## src/design/sls_regs.svh

```systemverilog
// register offsets, field positions, reset values and counts of the link sync control
`ifndef SLS_REGS_SVH
`define SLS_REGS_SVH

// ----------------------------------------------------------------
// register offsets (word index on the register port)
// ----------------------------------------------------------------
`define SLS_ADDR_W        3
`define SLS_OFF_CTRL      3'h0
`define SLS_OFF_CFG       3'h1
`define SLS_OFF_PHADJ     3'h2
`define SLS_OFF_DBG       3'h3
`define SLS_OFF_STATUS    3'h4
`define SLS_OFF_EVENT     3'h5
`define SLS_OFF_EVENT_EN  3'h6

// ----------------------------------------------------------------
// field positions
// ----------------------------------------------------------------
`define SLS_CTRL_SCR      0
`define SLS_CTRL_LSYNC    1
`define SLS_CTRL_RDIS     2
`define SLS_CTRL_SUB_LO   3
`define SLS_CTRL_TXRI     8
`define SLS_CTRL_RXRI     9
`define SLS_EV_TXTO       0
`define SLS_EV_RXCGS      1
`define SLS_EV_RXALN      2
`define SLS_EV_TXERR      3

// ----------------------------------------------------------------
// reset values
// ----------------------------------------------------------------
`define SLS_RST_SUBCLASS  2'h1
`define SLS_RST_LSYNC     1'h1
`define SLS_RST_F_M1      8'h01
`define SLS_RST_K_M1      5'h0f

// ----------------------------------------------------------------
// control characters and counts
// ----------------------------------------------------------------
`define SLS_K_CHAR        8'hbc
`define SLS_R_CHAR        8'h1c
`define SLS_Q_CHAR        8'h9c
`define SLS_A_CHAR        8'h7c
`define SLS_REINIT_FRAMES 12'h005
`define SLS_REINIT_OCTETS 12'h009
`define SLS_ILAS_LAST_MF  2'h3

`endif

```

## src/design/sls_pkg.sv

```systemverilog
// state types of the link sync control
package sls_pkg;
  typedef enum logic [1:0] {
    SLS_TX_CGS  = 2'b00,
    SLS_TX_ILAS = 2'b01,
    SLS_TX_DATA = 2'b10,
    SLS_TX_WAIT = 2'b11
  } sls_tx_state_type;
  typedef enum logic {
    SLS_RX_REQ = 1'b0,
    SLS_RX_RUN = 1'b1
  } sls_rx_state_type;
endpackage

```

## src/design/sls_link_sync.sv

```systemverilog
// link sync control: multiframe counter, phase measure, scramblers, sync and reinit
// Notes on behaviour
// - multiframe counter wraps at F*K/4 minus one
// - subclass 2 counter runs from reset release
// - subclass 2 receive sync released on boundary
// - release on boundary reports no adjustment
// - early release: flag, direction 0, count since
// - late release: flag, direction 1, count until
// - adjustment values sent in alignment bytes 1,2
// - per-lane 32-bit scrambler, 1+x^14+x^15
// - first octet, most significant bit first
// - one scramble enable for all lanes
// - descrambler recovers within two link clocks
// - subclass 0: start counter after whole group released
// - filtered sync out, combined sync in
// - receive data released at buffer offset
// - long sync request starts transmit reinit
// - receive errors assert the sync request
// - software reinit: send K or request sync
// - global reinit disable; events raise interrupt
// - configure during reset, run after release; here the registers are reset too and take writes only after release
// - leave sync phase to alignment or data
// - subclass 1 needs a system reference edge
// - receive sync low until enough K seen
// - one 32-bit word per lane per clock
//
// Local design decisions: the register offsets and the plain strobed port.
`timescale 1ns/1ps
`include "sls_regs.svh"

module sls_link_sync #(
  parameter int LANES     = 2,
  parameter int KMIN      = 4,
  parameter int SYNC_FILT = 2
) (
  input  wire logic                  i_ref_clk,
  input  wire logic                  i_rst_n,
  input  wire logic [`SLS_ADDR_W-1:0] i_addr,
  input  wire logic [31:0]           i_wdata,
  input  wire logic                  i_wr,
  input  wire logic                  i_rd,
  output logic      [31:0]           o_rdata,
  input  wire logic                  i_sync_n,
  input  wire logic                  i_mdev_sync_n,
  input  wire logic                  i_sysref,
  output logic                       o_dev_sync_n,
  input  wire logic [LANES*32-1:0]   i_tx_data,
  output logic                       o_tx_ready,
  output logic      [LANES*32-1:0]   o_tx_data,
  output logic      [LANES*4-1:0]    o_tx_ctrl,
  input  wire logic [LANES*32-1:0]   i_rx_data,
  input  wire logic [LANES*4-1:0]    i_rx_ctrl,
  input  wire logic [LANES-1:0]      i_rx_cgs_ok,
  input  wire logic                  i_rx_frame_err,
  input  wire logic                  i_rx_lane_err,
  output logic                       o_rx_sync_n,
  output logic      [LANES*32-1:0]   o_rx_data,
  output logic                       o_rx_valid,
  output logic                       o_irq
);

  if (LANES < 1 || LANES > 8 || KMIN < 1 || KMIN > 15 || SYNC_FILT < 1 || SYNC_FILT > 8) begin : g_chk
    $error("sls_link_sync: parameter out of range");
  end

  typedef struct packed {
    logic [1:0]                   subclass;
    logic                         scr_en;
    logic                         lane_sync_en;
    logic                         reinit_dis;
    logic [7:0]                   f_m1;
    logic [4:0]                   k_m1;
    logic [7:0]                   rbd_off;
    logic                         phadj;
    logic                         adjdir;
    logic [7:0]                   adjcnt;
    logic                         dbg_phadj;
    logic                         dbg_adjdir;
    logic [7:0]                   dbg_adjcnt;
    logic [3:0]                   ev;
    logic [3:0]                   ev_en;
    logic [12:0]                  lmfc;
    logic                         sysref_q;
    logic                         sysref_seen;
    logic                         sync_q;
    sls_pkg::sls_tx_state_type    tx_st;
    logic [1:0]                   ilas_mf;
    logic [11:0]                  lowcnt;
    logic [LANES-1:0][14:0]       scr;
    logic [LANES-1:0][14:0]       dscr;
    logic [LANES-1:0][3:0]        kcnt;
    sls_pkg::sls_rx_state_type    rx_st;
    logic                         rx_rel;
    logic [LANES*32-1:0]          tx_data;
    logic [LANES*4-1:0]           tx_ctrl;
    logic [LANES*32-1:0]          rx_data;
    logic                         tx_ready;
    logic                         dev_sync_n;
    logic                         rx_sync_n;
    logic                         rx_valid;
    logic                         irq;
    logic [31:0]                  rdata;
  } sls_state_type;

  // ----------------------------------------------------------------
  // reset release
  // ----------------------------------------------------------------
  logic rst_meta_n;
  logic rst_n;

  always_ff @(posedge i_ref_clk or negedge i_rst_n) begin
    if (!i_rst_n) begin
      rst_meta_n <= 1'b0;
      rst_n      <= 1'b0;
    end else begin
      rst_meta_n <= 1'b1;
      rst_n      <= rst_meta_n;
    end
  end

  // ----------------------------------------------------------------
  // per-lane scrambling and K detection
  // ----------------------------------------------------------------
  sls_state_type          s;
  sls_state_type          next_s;
  logic [LANES-1:0][14:0] scr_h;
  logic [LANES-1:0][31:0] scr_q;
  logic [LANES-1:0][14:0] dsc_h;
  logic [LANES-1:0][31:0] dsc_q;
  logic [LANES-1:0][3:0]  kcnt_nx;
  logic [LANES-1:0]       k_ok;

  // self-synchronising, so a seed mismatch with the far end heals in 15 bits
  function automatic logic [46:0] scr_word(input logic [31:0] d, input logic [14:0] seed,
                                           input logic descr);
    logic [14:0] h;
    logic [31:0] q;
    h = seed;
    q = 32'h0;
    for (int i = 31; i >= 0; i--) begin
      q[i] = d[i] ^ h[13] ^ h[14];
      h    = {h[13:0], descr ? d[i] : q[i]};
    end
    return {h, q};
  endfunction

  for (genvar l = 0; l < LANES; l++) begin : g_lane
    logic lane_k;
    assign {scr_h[l], scr_q[l]} = scr_word(i_tx_data[l*32 +: 32], s.scr[l], 1'b0);
    assign {dsc_h[l], dsc_q[l]} = scr_word(i_rx_data[l*32 +: 32], s.dscr[l], 1'b1);
    assign lane_k = (i_rx_ctrl[l*4 +: 4] == 4'hf) &&
                    (i_rx_data[l*32 +: 32] == {4{`SLS_K_CHAR}});
    assign kcnt_nx[l] = !lane_k ? 4'h0 : (s.kcnt[l] == 4'hf) ? 4'hf : s.kcnt[l] + 4'h1;
    assign k_ok[l] = s.kcnt[l] >= KMIN[3:0];
  end

  // ----------------------------------------------------------------
  // next state
  // ----------------------------------------------------------------
  logic [14:0] fk;
  logic [12:0] per;
  logic [12:0] per_m1;
  logic [12:0] half;
  logic        lmfc_run;
  logic        lmfc_wrap;
  logic        sysref_rise;
  logic        sync_rise;
  logic [11:0] thr;
  logic        tx_timeout;
  logic        rx_err;
  logic        tx_sw;
  logic        rx_sw;
  logic [3:0]  ev_set;
  logic [3:0]  ev_clr;

  always_comb begin
    next_s      = s;
    fk          = 15'(({7'h0, s.f_m1} + 15'h1) * ({10'h0, s.k_m1} + 15'h1));
    per         = fk[14:2];
    per_m1      = per - 13'h1;
    half        = {1'b0, per[12:1]};
    sysref_rise = i_sysref & ~s.sysref_q;
    sync_rise   = i_sync_n & ~s.sync_q;
    thr         = ({4'h0, s.f_m1} + 12'h1) * `SLS_REINIT_FRAMES + `SLS_REINIT_OCTETS;
    tx_timeout  = !i_sync_n && (s.lowcnt + 12'h4 > thr);
    rx_err      = ~&i_rx_cgs_ok | i_rx_frame_err | i_rx_lane_err;
    tx_sw       = i_wr && i_addr == `SLS_OFF_CTRL && i_wdata[`SLS_CTRL_TXRI];
    rx_sw       = i_wr && i_addr == `SLS_OFF_CTRL && i_wdata[`SLS_CTRL_RXRI];
    ev_set      = 4'h0;
    ev_clr      = 4'h0;

    // register writes; the registers share the link reset, so layout can only be set after its release
    if (i_wr && i_addr == `SLS_OFF_CTRL) begin
      next_s.scr_en       = i_wdata[`SLS_CTRL_SCR];
      next_s.lane_sync_en = i_wdata[`SLS_CTRL_LSYNC];
      next_s.reinit_dis   = i_wdata[`SLS_CTRL_RDIS];
      next_s.subclass     = i_wdata[`SLS_CTRL_SUB_LO +: 2];
    end else if (i_wr && i_addr == `SLS_OFF_CFG) begin
      next_s.f_m1    = i_wdata[7:0];
      next_s.k_m1    = i_wdata[12:8];
      next_s.rbd_off = i_wdata[23:16];
    end else if (i_wr && i_addr == `SLS_OFF_PHADJ) begin
      next_s.phadj  = i_wdata[0];
      next_s.adjdir = i_wdata[1];
      next_s.adjcnt = i_wdata[15:8];
    end else if (i_wr && i_addr == `SLS_OFF_EVENT) begin
      ev_clr = i_wdata[3:0];
    end else if (i_wr && i_addr == `SLS_OFF_EVENT_EN) begin
      next_s.ev_en = i_wdata[3:0];
    end

    // multiframe counter
    case (s.subclass)
      2'h0:    lmfc_run = s.tx_st == sls_pkg::SLS_TX_ILAS || s.tx_st == sls_pkg::SLS_TX_DATA;
      default: lmfc_run = 1'b1;
    endcase
    lmfc_wrap = lmfc_run && s.lmfc >= per_m1;
    if (s.subclass == 2'h1 && sysref_rise) begin
      next_s.lmfc = 13'h0;
    end else if (!lmfc_run || lmfc_wrap) begin
      next_s.lmfc = 13'h0;
    end else begin
      next_s.lmfc = s.lmfc + 13'h1;
    end
    next_s.sysref_q = i_sysref;
    next_s.sync_q   = i_sync_n;
    if (sysref_rise) begin
      next_s.sysref_seen = 1'b1;
    end

    // phase of the converter's sync release against our multiframe
    if (s.subclass == 2'h2 && s.tx_st == sls_pkg::SLS_TX_CGS && sync_rise) begin
      if (s.lmfc == 13'h0) begin
        next_s.dbg_phadj  = 1'b0;
        next_s.dbg_adjdir = 1'b0;
        next_s.dbg_adjcnt = 8'h0;
      end else if (s.lmfc <= half) begin
        next_s.dbg_phadj  = 1'b1;
        next_s.dbg_adjdir = 1'b0;
        next_s.dbg_adjcnt = s.lmfc[7:0];
      end else begin
        next_s.dbg_phadj  = 1'b1;
        next_s.dbg_adjdir = 1'b1;
        next_s.dbg_adjcnt = 8'(per - s.lmfc);
      end
    end

    // sync request length in octets, saturating
    next_s.lowcnt     = i_sync_n ? 12'h0 : (s.lowcnt >= 12'hffc) ? s.lowcnt : s.lowcnt + 12'h4;
    // filtered copy stays high until the request has been seen low SYNC_FILT cycles
    next_s.dev_sync_n = i_sync_n | (s.lowcnt < 12'(4 * (SYNC_FILT - 1)));

    // transmit sequence
    case (s.tx_st)
      sls_pkg::SLS_TX_WAIT: begin
        if (!i_sync_n) begin
          next_s.tx_st = sls_pkg::SLS_TX_CGS;
        end
      end
      sls_pkg::SLS_TX_CGS: begin
        if (i_mdev_sync_n && (s.subclass != 2'h1 || s.sysref_seen) &&
            (s.subclass == 2'h0 || lmfc_wrap)) begin
          next_s.tx_st   = s.lane_sync_en ? sls_pkg::SLS_TX_ILAS : sls_pkg::SLS_TX_DATA;
          next_s.ilas_mf = 2'h0;
        end
      end
      sls_pkg::SLS_TX_ILAS: begin
        if (lmfc_wrap) begin
          next_s.ilas_mf = s.ilas_mf + 2'h1;
          if (s.ilas_mf == `SLS_ILAS_LAST_MF) begin
            next_s.tx_st = sls_pkg::SLS_TX_DATA;
          end
        end
      end
      default: begin
      end
    endcase
    if (s.tx_st == sls_pkg::SLS_TX_DATA && sync_rise && s.lowcnt + 12'h4 <= thr) begin
      ev_set[`SLS_EV_TXERR] = 1'b1;
    end
    if ((s.tx_st == sls_pkg::SLS_TX_ILAS || s.tx_st == sls_pkg::SLS_TX_DATA) && tx_timeout) begin
      ev_set[`SLS_EV_TXTO] = 1'b1;
      if (!s.reinit_dis) begin
        next_s.tx_st       = sls_pkg::SLS_TX_CGS;
        next_s.sysref_seen = sysref_rise;
      end
    end
    if (tx_sw) begin
      next_s.tx_st       = sls_pkg::SLS_TX_WAIT;
      next_s.sysref_seen = sysref_rise;
    end

    // transmit words; user data taken while o_tx_ready is high
    next_s.tx_ready = next_s.tx_st == sls_pkg::SLS_TX_DATA;
    for (int l = 0; l < LANES; l++) begin
      next_s.tx_data[l*32 +: 32] = {4{`SLS_K_CHAR}};
      next_s.tx_ctrl[l*4 +: 4]   = 4'hf;
      if (next_s.tx_st == sls_pkg::SLS_TX_ILAS) begin
        next_s.tx_data[l*32 +: 32] = 32'h0;
        next_s.tx_ctrl[l*4 +: 4]   = 4'h0;
        if (next_s.lmfc == 13'h0) begin
          next_s.tx_ctrl[l*4 + 3] = 1'b1;
          next_s.tx_data[l*32 + 24 +: 8] = next_s.ilas_mf == 2'h1 ? `SLS_Q_CHAR : `SLS_R_CHAR;
          if (next_s.ilas_mf == 2'h1) begin
            next_s.tx_data[l*32 + 8 +: 16] = {s.adjcnt, s.phadj, s.adjdir, 6'h0};
          end
        end
        if (next_s.lmfc == per_m1) begin
          next_s.tx_data[l*32 +: 8] = `SLS_A_CHAR;
          next_s.tx_ctrl[l*4]       = 1'b1;
        end
      end else if (next_s.tx_st == sls_pkg::SLS_TX_DATA) begin
        next_s.tx_ctrl[l*4 +: 4] = 4'h0;
        if (!s.tx_ready) begin
          next_s.tx_data[l*32 +: 32] = 32'h0;
        end else if (s.scr_en) begin
          next_s.tx_data[l*32 +: 32] = scr_q[l];
          next_s.scr[l]              = scr_h[l];
        end else begin
          next_s.tx_data[l*32 +: 32] = i_tx_data[l*32 +: 32];
        end
      end
    end

    // receive sync request
    next_s.kcnt = kcnt_nx;
    case (s.rx_st)
      sls_pkg::SLS_RX_REQ: begin
        if (&k_ok && (s.subclass != 2'h2 || lmfc_wrap)) begin
          next_s.rx_st = sls_pkg::SLS_RX_RUN;
        end
      end
      default: begin
        if (rx_err) begin
          ev_set[`SLS_EV_RXCGS] = ~&i_rx_cgs_ok;
          ev_set[`SLS_EV_RXALN] = i_rx_frame_err | i_rx_lane_err;
          if (!s.reinit_dis) begin
            next_s.rx_st = sls_pkg::SLS_RX_REQ;
          end
        end
      end
    endcase
    if (rx_sw) begin
      next_s.rx_st = sls_pkg::SLS_RX_REQ;
    end
    // a fresh request must see a fresh run of K words, not a count left from before
    if (s.rx_st == sls_pkg::SLS_RX_RUN && next_s.rx_st == sls_pkg::SLS_RX_REQ) begin
      next_s.kcnt = '0;
    end
    next_s.rx_sync_n = next_s.rx_st == sls_pkg::SLS_RX_RUN;
    if (next_s.rx_st == sls_pkg::SLS_RX_REQ) begin
      next_s.rx_rel = 1'b0;
    end else if (s.lmfc == {5'h0, s.rbd_off}) begin
      next_s.rx_rel = 1'b1;
    end
    // descrambler always runs so it is settled by the time data is released
    next_s.dscr     = dsc_h;
    next_s.rx_data  = s.scr_en ? dsc_q : i_rx_data;
    next_s.rx_valid = next_s.rx_rel;

    // events: a set in the clearing cycle survives
    next_s.ev  = (s.ev & ~ev_clr) | ev_set;
    next_s.irq = |(next_s.ev & s.ev_en);

    // read port: data only in the cycle after the strobe
    next_s.rdata = 32'h0;
    if (i_rd) begin
      if (i_addr == `SLS_OFF_CTRL) begin
        next_s.rdata = {27'h0, s.subclass, s.reinit_dis, s.lane_sync_en, s.scr_en};
      end else if (i_addr == `SLS_OFF_CFG) begin
        next_s.rdata = {8'h0, s.rbd_off, 3'h0, s.k_m1, s.f_m1};
      end else if (i_addr == `SLS_OFF_PHADJ) begin
        next_s.rdata = {16'h0, s.adjcnt, 6'h0, s.adjdir, s.phadj};
      end else if (i_addr == `SLS_OFF_DBG) begin
        next_s.rdata = {16'h0, s.dbg_adjcnt, 6'h0, s.dbg_adjdir, s.dbg_phadj};
      end else if (i_addr == `SLS_OFF_STATUS) begin
        next_s.rdata = {3'h0, s.lmfc, 11'h0, s.sysref_seen, s.rx_rel, s.rx_sync_n, s.tx_st};
      end else if (i_addr == `SLS_OFF_EVENT) begin
        next_s.rdata = {28'h0, s.ev};
      end else if (i_addr == `SLS_OFF_EVENT_EN) begin
        next_s.rdata = {28'h0, s.ev_en};
      end
    end
  end

  always_ff @(posedge i_ref_clk or negedge rst_n) begin
    if (!rst_n) begin
      s              <= '0;
      s.subclass     <= `SLS_RST_SUBCLASS;
      s.lane_sync_en <= `SLS_RST_LSYNC;
      s.f_m1         <= `SLS_RST_F_M1;
      s.k_m1         <= `SLS_RST_K_M1;
      s.tx_st        <= sls_pkg::SLS_TX_CGS;
      s.rx_st        <= sls_pkg::SLS_RX_REQ;
      s.tx_data      <= {LANES*4{`SLS_K_CHAR}};
      s.tx_ctrl      <= '1;
      s.dev_sync_n   <= 1'b1;
      // idle level of the request, so a released line gives no false edge after reset
      s.sync_q       <= 1'b1;
    end else begin
      s <= next_s;
    end
  end

  assign o_rdata      = s.rdata;
  assign o_dev_sync_n = s.dev_sync_n;
  assign o_tx_ready   = s.tx_ready;
  assign o_tx_data    = s.tx_data;
  assign o_tx_ctrl    = s.tx_ctrl;
  assign o_rx_sync_n  = s.rx_sync_n;
  assign o_rx_data    = s.rx_data;
  assign o_rx_valid   = s.rx_valid;
  assign o_irq        = s.irq;
endmodule

```

## config.mk

```make
export PLATFORM = sky130hd
export DESIGN_NAME = sls_link_sync
export DESIGN_NICKNAME = d
export VERILOG_FILES = /design/src/design/sls_pkg.sv /design/src/design/sls_link_sync.sv
export VERILOG_INCLUDE_DIRS = /design/src /design/src/design
export SDC_FILE = /design/constraint.sdc
export NUM_CORES = 1
export LEC_CHECK = 0
export ABC_CLOCK_PERIOD_IN_PS = 13600
export BUFFER_PORTS_ARGS = -buffer_cell sky130_fd_sc_hd__buf_2
export CORE_MARGIN = 5
export CORE_UTILIZATION = 58
export CTS_CLUSTER_DIAMETER = 60
export DETAILED_ROUTE_END_ITERATION = 10
export PLACE_DENSITY = 0.79
export SLEW_MARGIN = 20
export SYNTH_ARGS = -nofsm -noshare
export SYNTH_HDL_FRONTEND = slang
export SYNTH_SLANG_ARGS = --single-unit
```

## constraint.sdc

```tcl
create_clock -name i_ref_clk -period 13.6 [get_ports i_ref_clk]
set_clock_uncertainty 0.05 [all_clocks]
set_input_delay 2.04 -clock i_ref_clk [delete_from_list [all_inputs] [get_ports i_ref_clk]]
set_output_delay 2.04 -clock i_ref_clk [all_outputs]
set_load 0.005 [all_outputs]
```

==> results of run 1 <==
worst max path at each step:
stage,start,endpoint,slack [ps],cells after the start
finish,s[316],o_tx_data[15],3020,36
global route,s[316],o_tx_data[15],2340,36
CTS,s[316],o_tx_data[15],3100,36
detailed placement,s[316],o_tx_data[15],3190,36
global placement,s[316],o_tx_data[15],3410,36
floorplan,rst_n,o_irq,4090,0
final cells by class:
cell class / count / area [sq um] / area share
diodes: 8 / 20.0 / 0.000879
clock buffers: 48 / 1030 / 0.0451
well taps: 461 / 577 / 0.0253
multi-input cells: 1407 / 10800 / 0.473
repair buffers: 350 / 1770 / 0.0779
clock inverters: 18 / 239 / 0.0105
inverters: 82 / 308 / 0.0135
flip-flops and latches: 319 / 8060 / 0.354
registers in the layout (all words and copies together), names as in the netlist:
name          flops
o_rx_data        64
rst_meta_n        1
o_dev_sync_n      1
o_rx_sync_n       1
s               152
o_rx_valid        1
rst_n             1
o_tx_ready        1
o_tx_ctrl         3
o_rdata          29
o_irq             1
o_tx_data        64
logic make-up (layout without fill, tap and decap cells):
| logic type | after synthesis | count (layout) | synth area share |
|---|---|---|---|
| and+or+nand+nor | 530 | 530 | 0.124 |
| xor gates and xnor gates | 407 | 407 | 0.174 |
| buffers and inverters | 341 | 498 | 0.0934 |
| DFF | 319 | 319 | 0.388 |
| AOI/OAI and AO/OA | 232 | 232 | 0.0755 |
| adders and majority gates | 134 | 134 | 0.0920 |
| muxes | 100 | 100 | 0.0521 |
| other | 2 | 12 | 0.000362 |
synth_stat cells, drive strengths merged (52+ instances only):
library cell  count  area (sq um)
buf             180          1330
clkbuf           79           297
dfrtp           267          6680
dfstp            52          1370
ha              102          1280
inv              82           308
mux2             64           721
nand2           168           631
nor2            145           547
o21ai            83           423
xnor2           282          2490
xor2            123          1080
power groups by stage:
stage               Sequential [mW]  Clock (mW)  Combinational, mW
finish                         1.46        1.03               3.83
global route                   1.48        1.09               4.26
CTS                            1.46        1.05               3.82
detailed placement             1.47           0               3.79
global placement               1.46           0               3.66
floorplan                      1.34           0               3.19
routing by layer:
metal  global-route usage  up-vias  share of wire
met2                0.457      546           0.51
met4                0.115        0          0.040
met5                    0        -              0
met3               0.0341      119          0.059
li1                     -     6961              -
met1                0.331     7450           0.39
==> metrics, run 1 <==
run status=complete, no violations; FILL cells=2778; DP Wirelength=40200 um; most common library cell in the layout ignoring fill and taps=buf_2; detailed-routing iteration count for the pre-antenna-repair pass=6; # setup viols final=0; number of levels in the clock H-tree=2; dominant synthesized flop cell=dfrtp_1; pin slew with the least headroom to its limit=1120 ps; Chip Width=199 um; cell total after placement=2619; #FFs+latches synth=319; Die Y=199 um; routability-driven placement congestion ratio=0.924; first-pass GRT wire length=82600 um; sw frac=0.439; clock sink total=319; total grt overflow=0; via density per instance=5.60; WS Path Type=flip-flop to flip-flop; wirelength, routed=53200 um; Pwr per Cell Area=278 nW/um^2; signal arrival time at the worst endpoint=10970 ps; number of nets still failing antenna checks after routing=0; CP bufs+invs=3; logic gate share of total power=0.606; core occupancy in the finished layout=0.643; number of buffers created by CTS=37; clk slew on worst S/H paths=60 ps; post-DR wirelength/cell=19.7 um; Netlist cell types=89; synthesized area per cell=10.0 sq um; number of slew-limit violations in the final report=0; peak ir drop on the vdd network=0.281 mV; Site Rows=69; slack of the worst reg-to-reg path=3020 ps; non-filler cells, final=2693; final total power=6.32 mW; final design instance area without fill=22800 sq um; later-pin clock latency in the skew report=550 ps; critical path peak fanout=11; Period minus WS final=10580 ps; post-place instance area=21500 sq um; number of DRC markers in iteration 0=967; number of cells produced by synthesis=2065; cell type of the slowest stage on the worst timing path=dfstp_2; CP Launch Type=flip-flop; Min Hold Slack=232 ps; worst hold-check path type=flip-flop to asynchronous set/reset pin; vias in the first global route=15480; count of nets after finishing=2512; clock root buffer master=clkbuf_16; maximum number of pins on one net before global-route repair=84; number of port buffers=343; area overhead of the layout relative to synthesis=9.75%; setup slack after placement=3190 ps; setup repair after global routing missed its margin=false; drc violations=0; # Post-CTS Setup Buffers=0; clock tree from TritonCTS=built; internal power summed over all cells=3.55 mW; starting density of the core=0.586; warning count from the yosys run=0; Core Region=35400 sq um; combined global-route utilization of all metal layers=0.263; portion of total power attributed to the clock network=0.162; number of hold-slack violations in the final timing report=0; post-synthesis async set-or-reset flop share=1.00; minimum setup slack in the final design=3020 ps; r2r startpoint=s[316]; Final TNS setup=0 ps; count of maximum capacitance violations=0; Final period util=0.778; area of the die=39600 sq um; worst-case clock buffer depth=3; fraction of final layout cells sized beyond drive strength 1=0.253; Hold-fix buffers, CTS=0; number of top-level design ports=355; post-synthesis instance area=20700 sq um; initial antenna violation count=5; max frequency=94.5 MHz; stage delay of the slowest cell on the critical path=650 ps; static leakage=10.6 nW; leading cell types in the layout, fill and taps excluded=343 x buf_2, 281 x xnor2_1, 265 x dfrtp_1; total via count after detailed routing=15076; part of the Yosys area used for sequential elements=0.388; register share of total power=0.231; switching power total=2.77 mW; Top delay family on crit path=compound AO/OA/AOI/OAI gates; Slew HR=0.251; endpoint of the lowest-slack register-to-register path=o_tx_data[15]; required arrival time at the worst endpoint=13990 ps; logic depth of the worst register-to-register path=36; critical path endpoint category=flip-flop; Resize count post-CTS=0; count of flip-flops with a built-in enable after synthesis=0
(Power assumes the default switching activity.)
==> inputs of run 2 (changes only) <==
--- a/config.mk
+++ b/config.mk
@@ -6,7 +6,7 @@
 export SDC_FILE = /design/constraint.sdc
 export NUM_CORES = 1
 export LEC_CHECK = 0
-export ABC_CLOCK_PERIOD_IN_PS = 13600
+export ABC_CLOCK_PERIOD_IN_PS = 9900
 export BUFFER_PORTS_ARGS = -buffer_cell sky130_fd_sc_hd__buf_2
 export CORE_MARGIN = 5
 export CORE_UTILIZATION = 58
==> constraint.sdc (replaced) <==
create_clock -name i_ref_clk -period 9.9 [get_ports i_ref_clk]
set_clock_uncertainty 0.05 [all_clocks]
set_input_delay 1.485 -clock i_ref_clk [delete_from_list [all_inputs] [get_ports i_ref_clk]]
set_output_delay 1.485 -clock i_ref_clk [all_outputs]
set_load 0.005 [all_outputs]
==> run 2 against run 1 <==
Cell count rose by 0.56%. First-iteration DRC count decreased by 3.9%. Worst hold slack got worse by 65 ps. Worst setup slack worse by 2500 ps. Largest power group unchanged. Routed wire length decreased by 0.17%. Largest cell class unchanged. Die area unchanged. Core utilization up 0.50 points. Sequential share of layout area decreased by 0.27 points.
==> metrics, run 2 (same netlist as run 1, synthesis figures left out) <==
leading cell types in the layout, fill and taps excluded=343 x buf_2, 280 x xnor2_1, 265 x dfrtp_1; cell total after placement=2626 (+0.27%); Largest register FFs=152 (unchanged); r2r startpoint=s[316]; setup slack after placement=309 ps (-2880 ps); DP Wirelength=39900 um (-0.69%); cell repeated most along the worst path=ha_1; critical path peak fanout=11 (unchanged); area of the die=39600 sq um (unchanged); required arrival time at the worst endpoint=10300 ps (-3690 ps); number of port buffers=343 (unchanged); number of DRC markers in iteration 0=929 (-3.9%); critical path endpoint category=flip-flop; Slew HR=0.265 (+0.0144); final total power=8.73 mW (+38%); slack of the worst reg-to-reg path=560 ps (-2460 ps); endpoint of the lowest-slack register-to-register path=o_tx_data[55]; vias in the first global route=15378 (-0.66%); number of nets still failing antenna checks after routing=0 (unchanged); non-filler cells, final=2708 (+0.56%); count of maximum capacitance violations=0 (unchanged); max frequency=107 MHz (+13%); number of slew-limit violations in the final report=0 (unchanged); most common library cell in the layout ignoring fill and taps=buf_2; run status=complete, no violations; minimum setup slack in the final design=561 ps (-2460 ps); Pwr per Cell Area=381 nW/um^2 (+37%); Chip Width=199 um (unchanged); wirelength, routed=53100 um (-0.17%); number of hold-slack violations in the final timing report=0 (unchanged); number of levels in the clock H-tree=2 (unchanged); starting density of the core=0.586 (unchanged); combined global-route utilization of all metal layers=0.262 (-0.00112); WS Path Type=flip-flop to flip-flop; stage delay of the slowest cell on the critical path=650 ps (about the same); via density per instance=5.52 (-1.5%); Die Y=199 um (unchanged); clock tree from TritonCTS=built; drc violations=0 (unchanged); total via count after detailed routing=14937 (-0.92%); worst-case clock buffer depth=3 (unchanged); clock root buffer master=clkbuf_16; maximum number of pins on one net before global-route repair=188 (+120%); logic depth of the worst register-to-register path=39 (+8.3%); later-pin clock latency in the skew report=540 ps (about the same); Core Region=35400 sq um (unchanged); clk slew on worst S/H paths=60 ps (about the same); clock sink total=319 (unchanged); cell type of the slowest stage on the worst timing path=dfstp_2; CP bufs+invs=5 (+2); number of top-level design ports=355 (unchanged); routability-driven placement congestion ratio=0.907 (-1.7%); worst hold-check path type=flip-flop to asynchronous set/reset pin; Period minus WS final=9340 ps (-1240 ps); Final TNS setup=0 ps (unchanged); # setup viols final=0 (unchanged); FILL cells=2777 (-0.036%); number of buffers created by CTS=38 (+2.7%); Site Rows=69 (unchanged); peak ir drop on the vdd network=0.358 mV (+27%); signal arrival time at the worst endpoint=9740 ps (-1230 ps); initial antenna violation count=12 (+7); count of nets after finishing=2523 (+0.44%); register name with the most flops=s; area overhead of the layout relative to synthesis=10.6%; detailed-routing iteration count for the pre-antenna-repair pass=7 (+1); Final period util=0.943 (+0.165); Top delay family on crit path=adder cells; fraction of final layout cells sized beyond drive strength 1=0.258 (+0.00535); post-DR wirelength/cell=19.6 um (-0.72%); pin slew with the least headroom to its limit=1100 ps (-21.6 ps); static leakage=10.7 nW (+0.56%); CP Launch Type=flip-flop; first-pass GRT wire length=82500 um (-0.12%); total grt overflow=0 (unchanged)
## run 2: worst max-delay path by stage
stage,end,start,cells after the start
after floorplan,o_irq,rst_n,0
after global placement,o_tx_data[55],s[316],37
after detailed placement,o_tx_data[26],s[316],37
after CTS,o_tx_data[15],s[316],38
after global routing,o_tx_data[20],s[316],39
final,o_tx_data[55],s[316],39
## run 2: cell type report
class	count	area (sq um)	area share
antenna	11	27.5	0.00120
clock inverter	14	179	0.00780
tap	461	577	0.0251
clock buffer	54	1050	0.0459
sequential	319	8060	0.351
inverter	82	308	0.0134
timing repair buffer	360	1920	0.0838
multi-input combinational	1407	10800	0.472
## run 2: per-stage QoR
step	hold slack, ps	area [sq um]	utilization
finish	167	22900	0.648
floorplan	281	20700	-
detailed placement	289	21600	0.609
global placement	289	21600	0.609
global route	198	22900	0.648
CTS	301	22800	0.644
## run 2: where the power goes
part           switching (mW)  total [mW]  internal [mW]
clock network           0.558        1.39          0.827
logic                    2.97        5.34           2.37
registers               0.306        2.01           1.70
total                    3.84        8.73           4.89
## run 2: routing by layer
metal | up-vias | share of wire | track usage
met5 | - | 0.00051 | 0
met4 | 4 | 0.043 | 0.117
met3 | 123 | 0.060 | 0.0364
met2 | 521 | 0.50 | 0.450
met1 | 7315 | 0.39 | 0.331
li1 | 6974 | - | -
## run 2: what timing repair did
| item | 4_1_cts | 5_1_grt |
|---|---|---|
| endpoints found under the setup margin | 0 | 96 |
| hold buffers | 0 | 0 |
| setup buffers | 0 | 1 |
| gates resized for setup | 0 | 13 |
## run 2: worst reg2reg max path: cells and delay by family, from the launching register on
kind / cells / cell delay [ps]
buf+inv: 5 / 450
fa+ha+maj: 7 / 2840
xor+xnor: 2 / 480
simple gates: 15 / 2760
flops: 1 / 650
compound gates: 10 / 2040
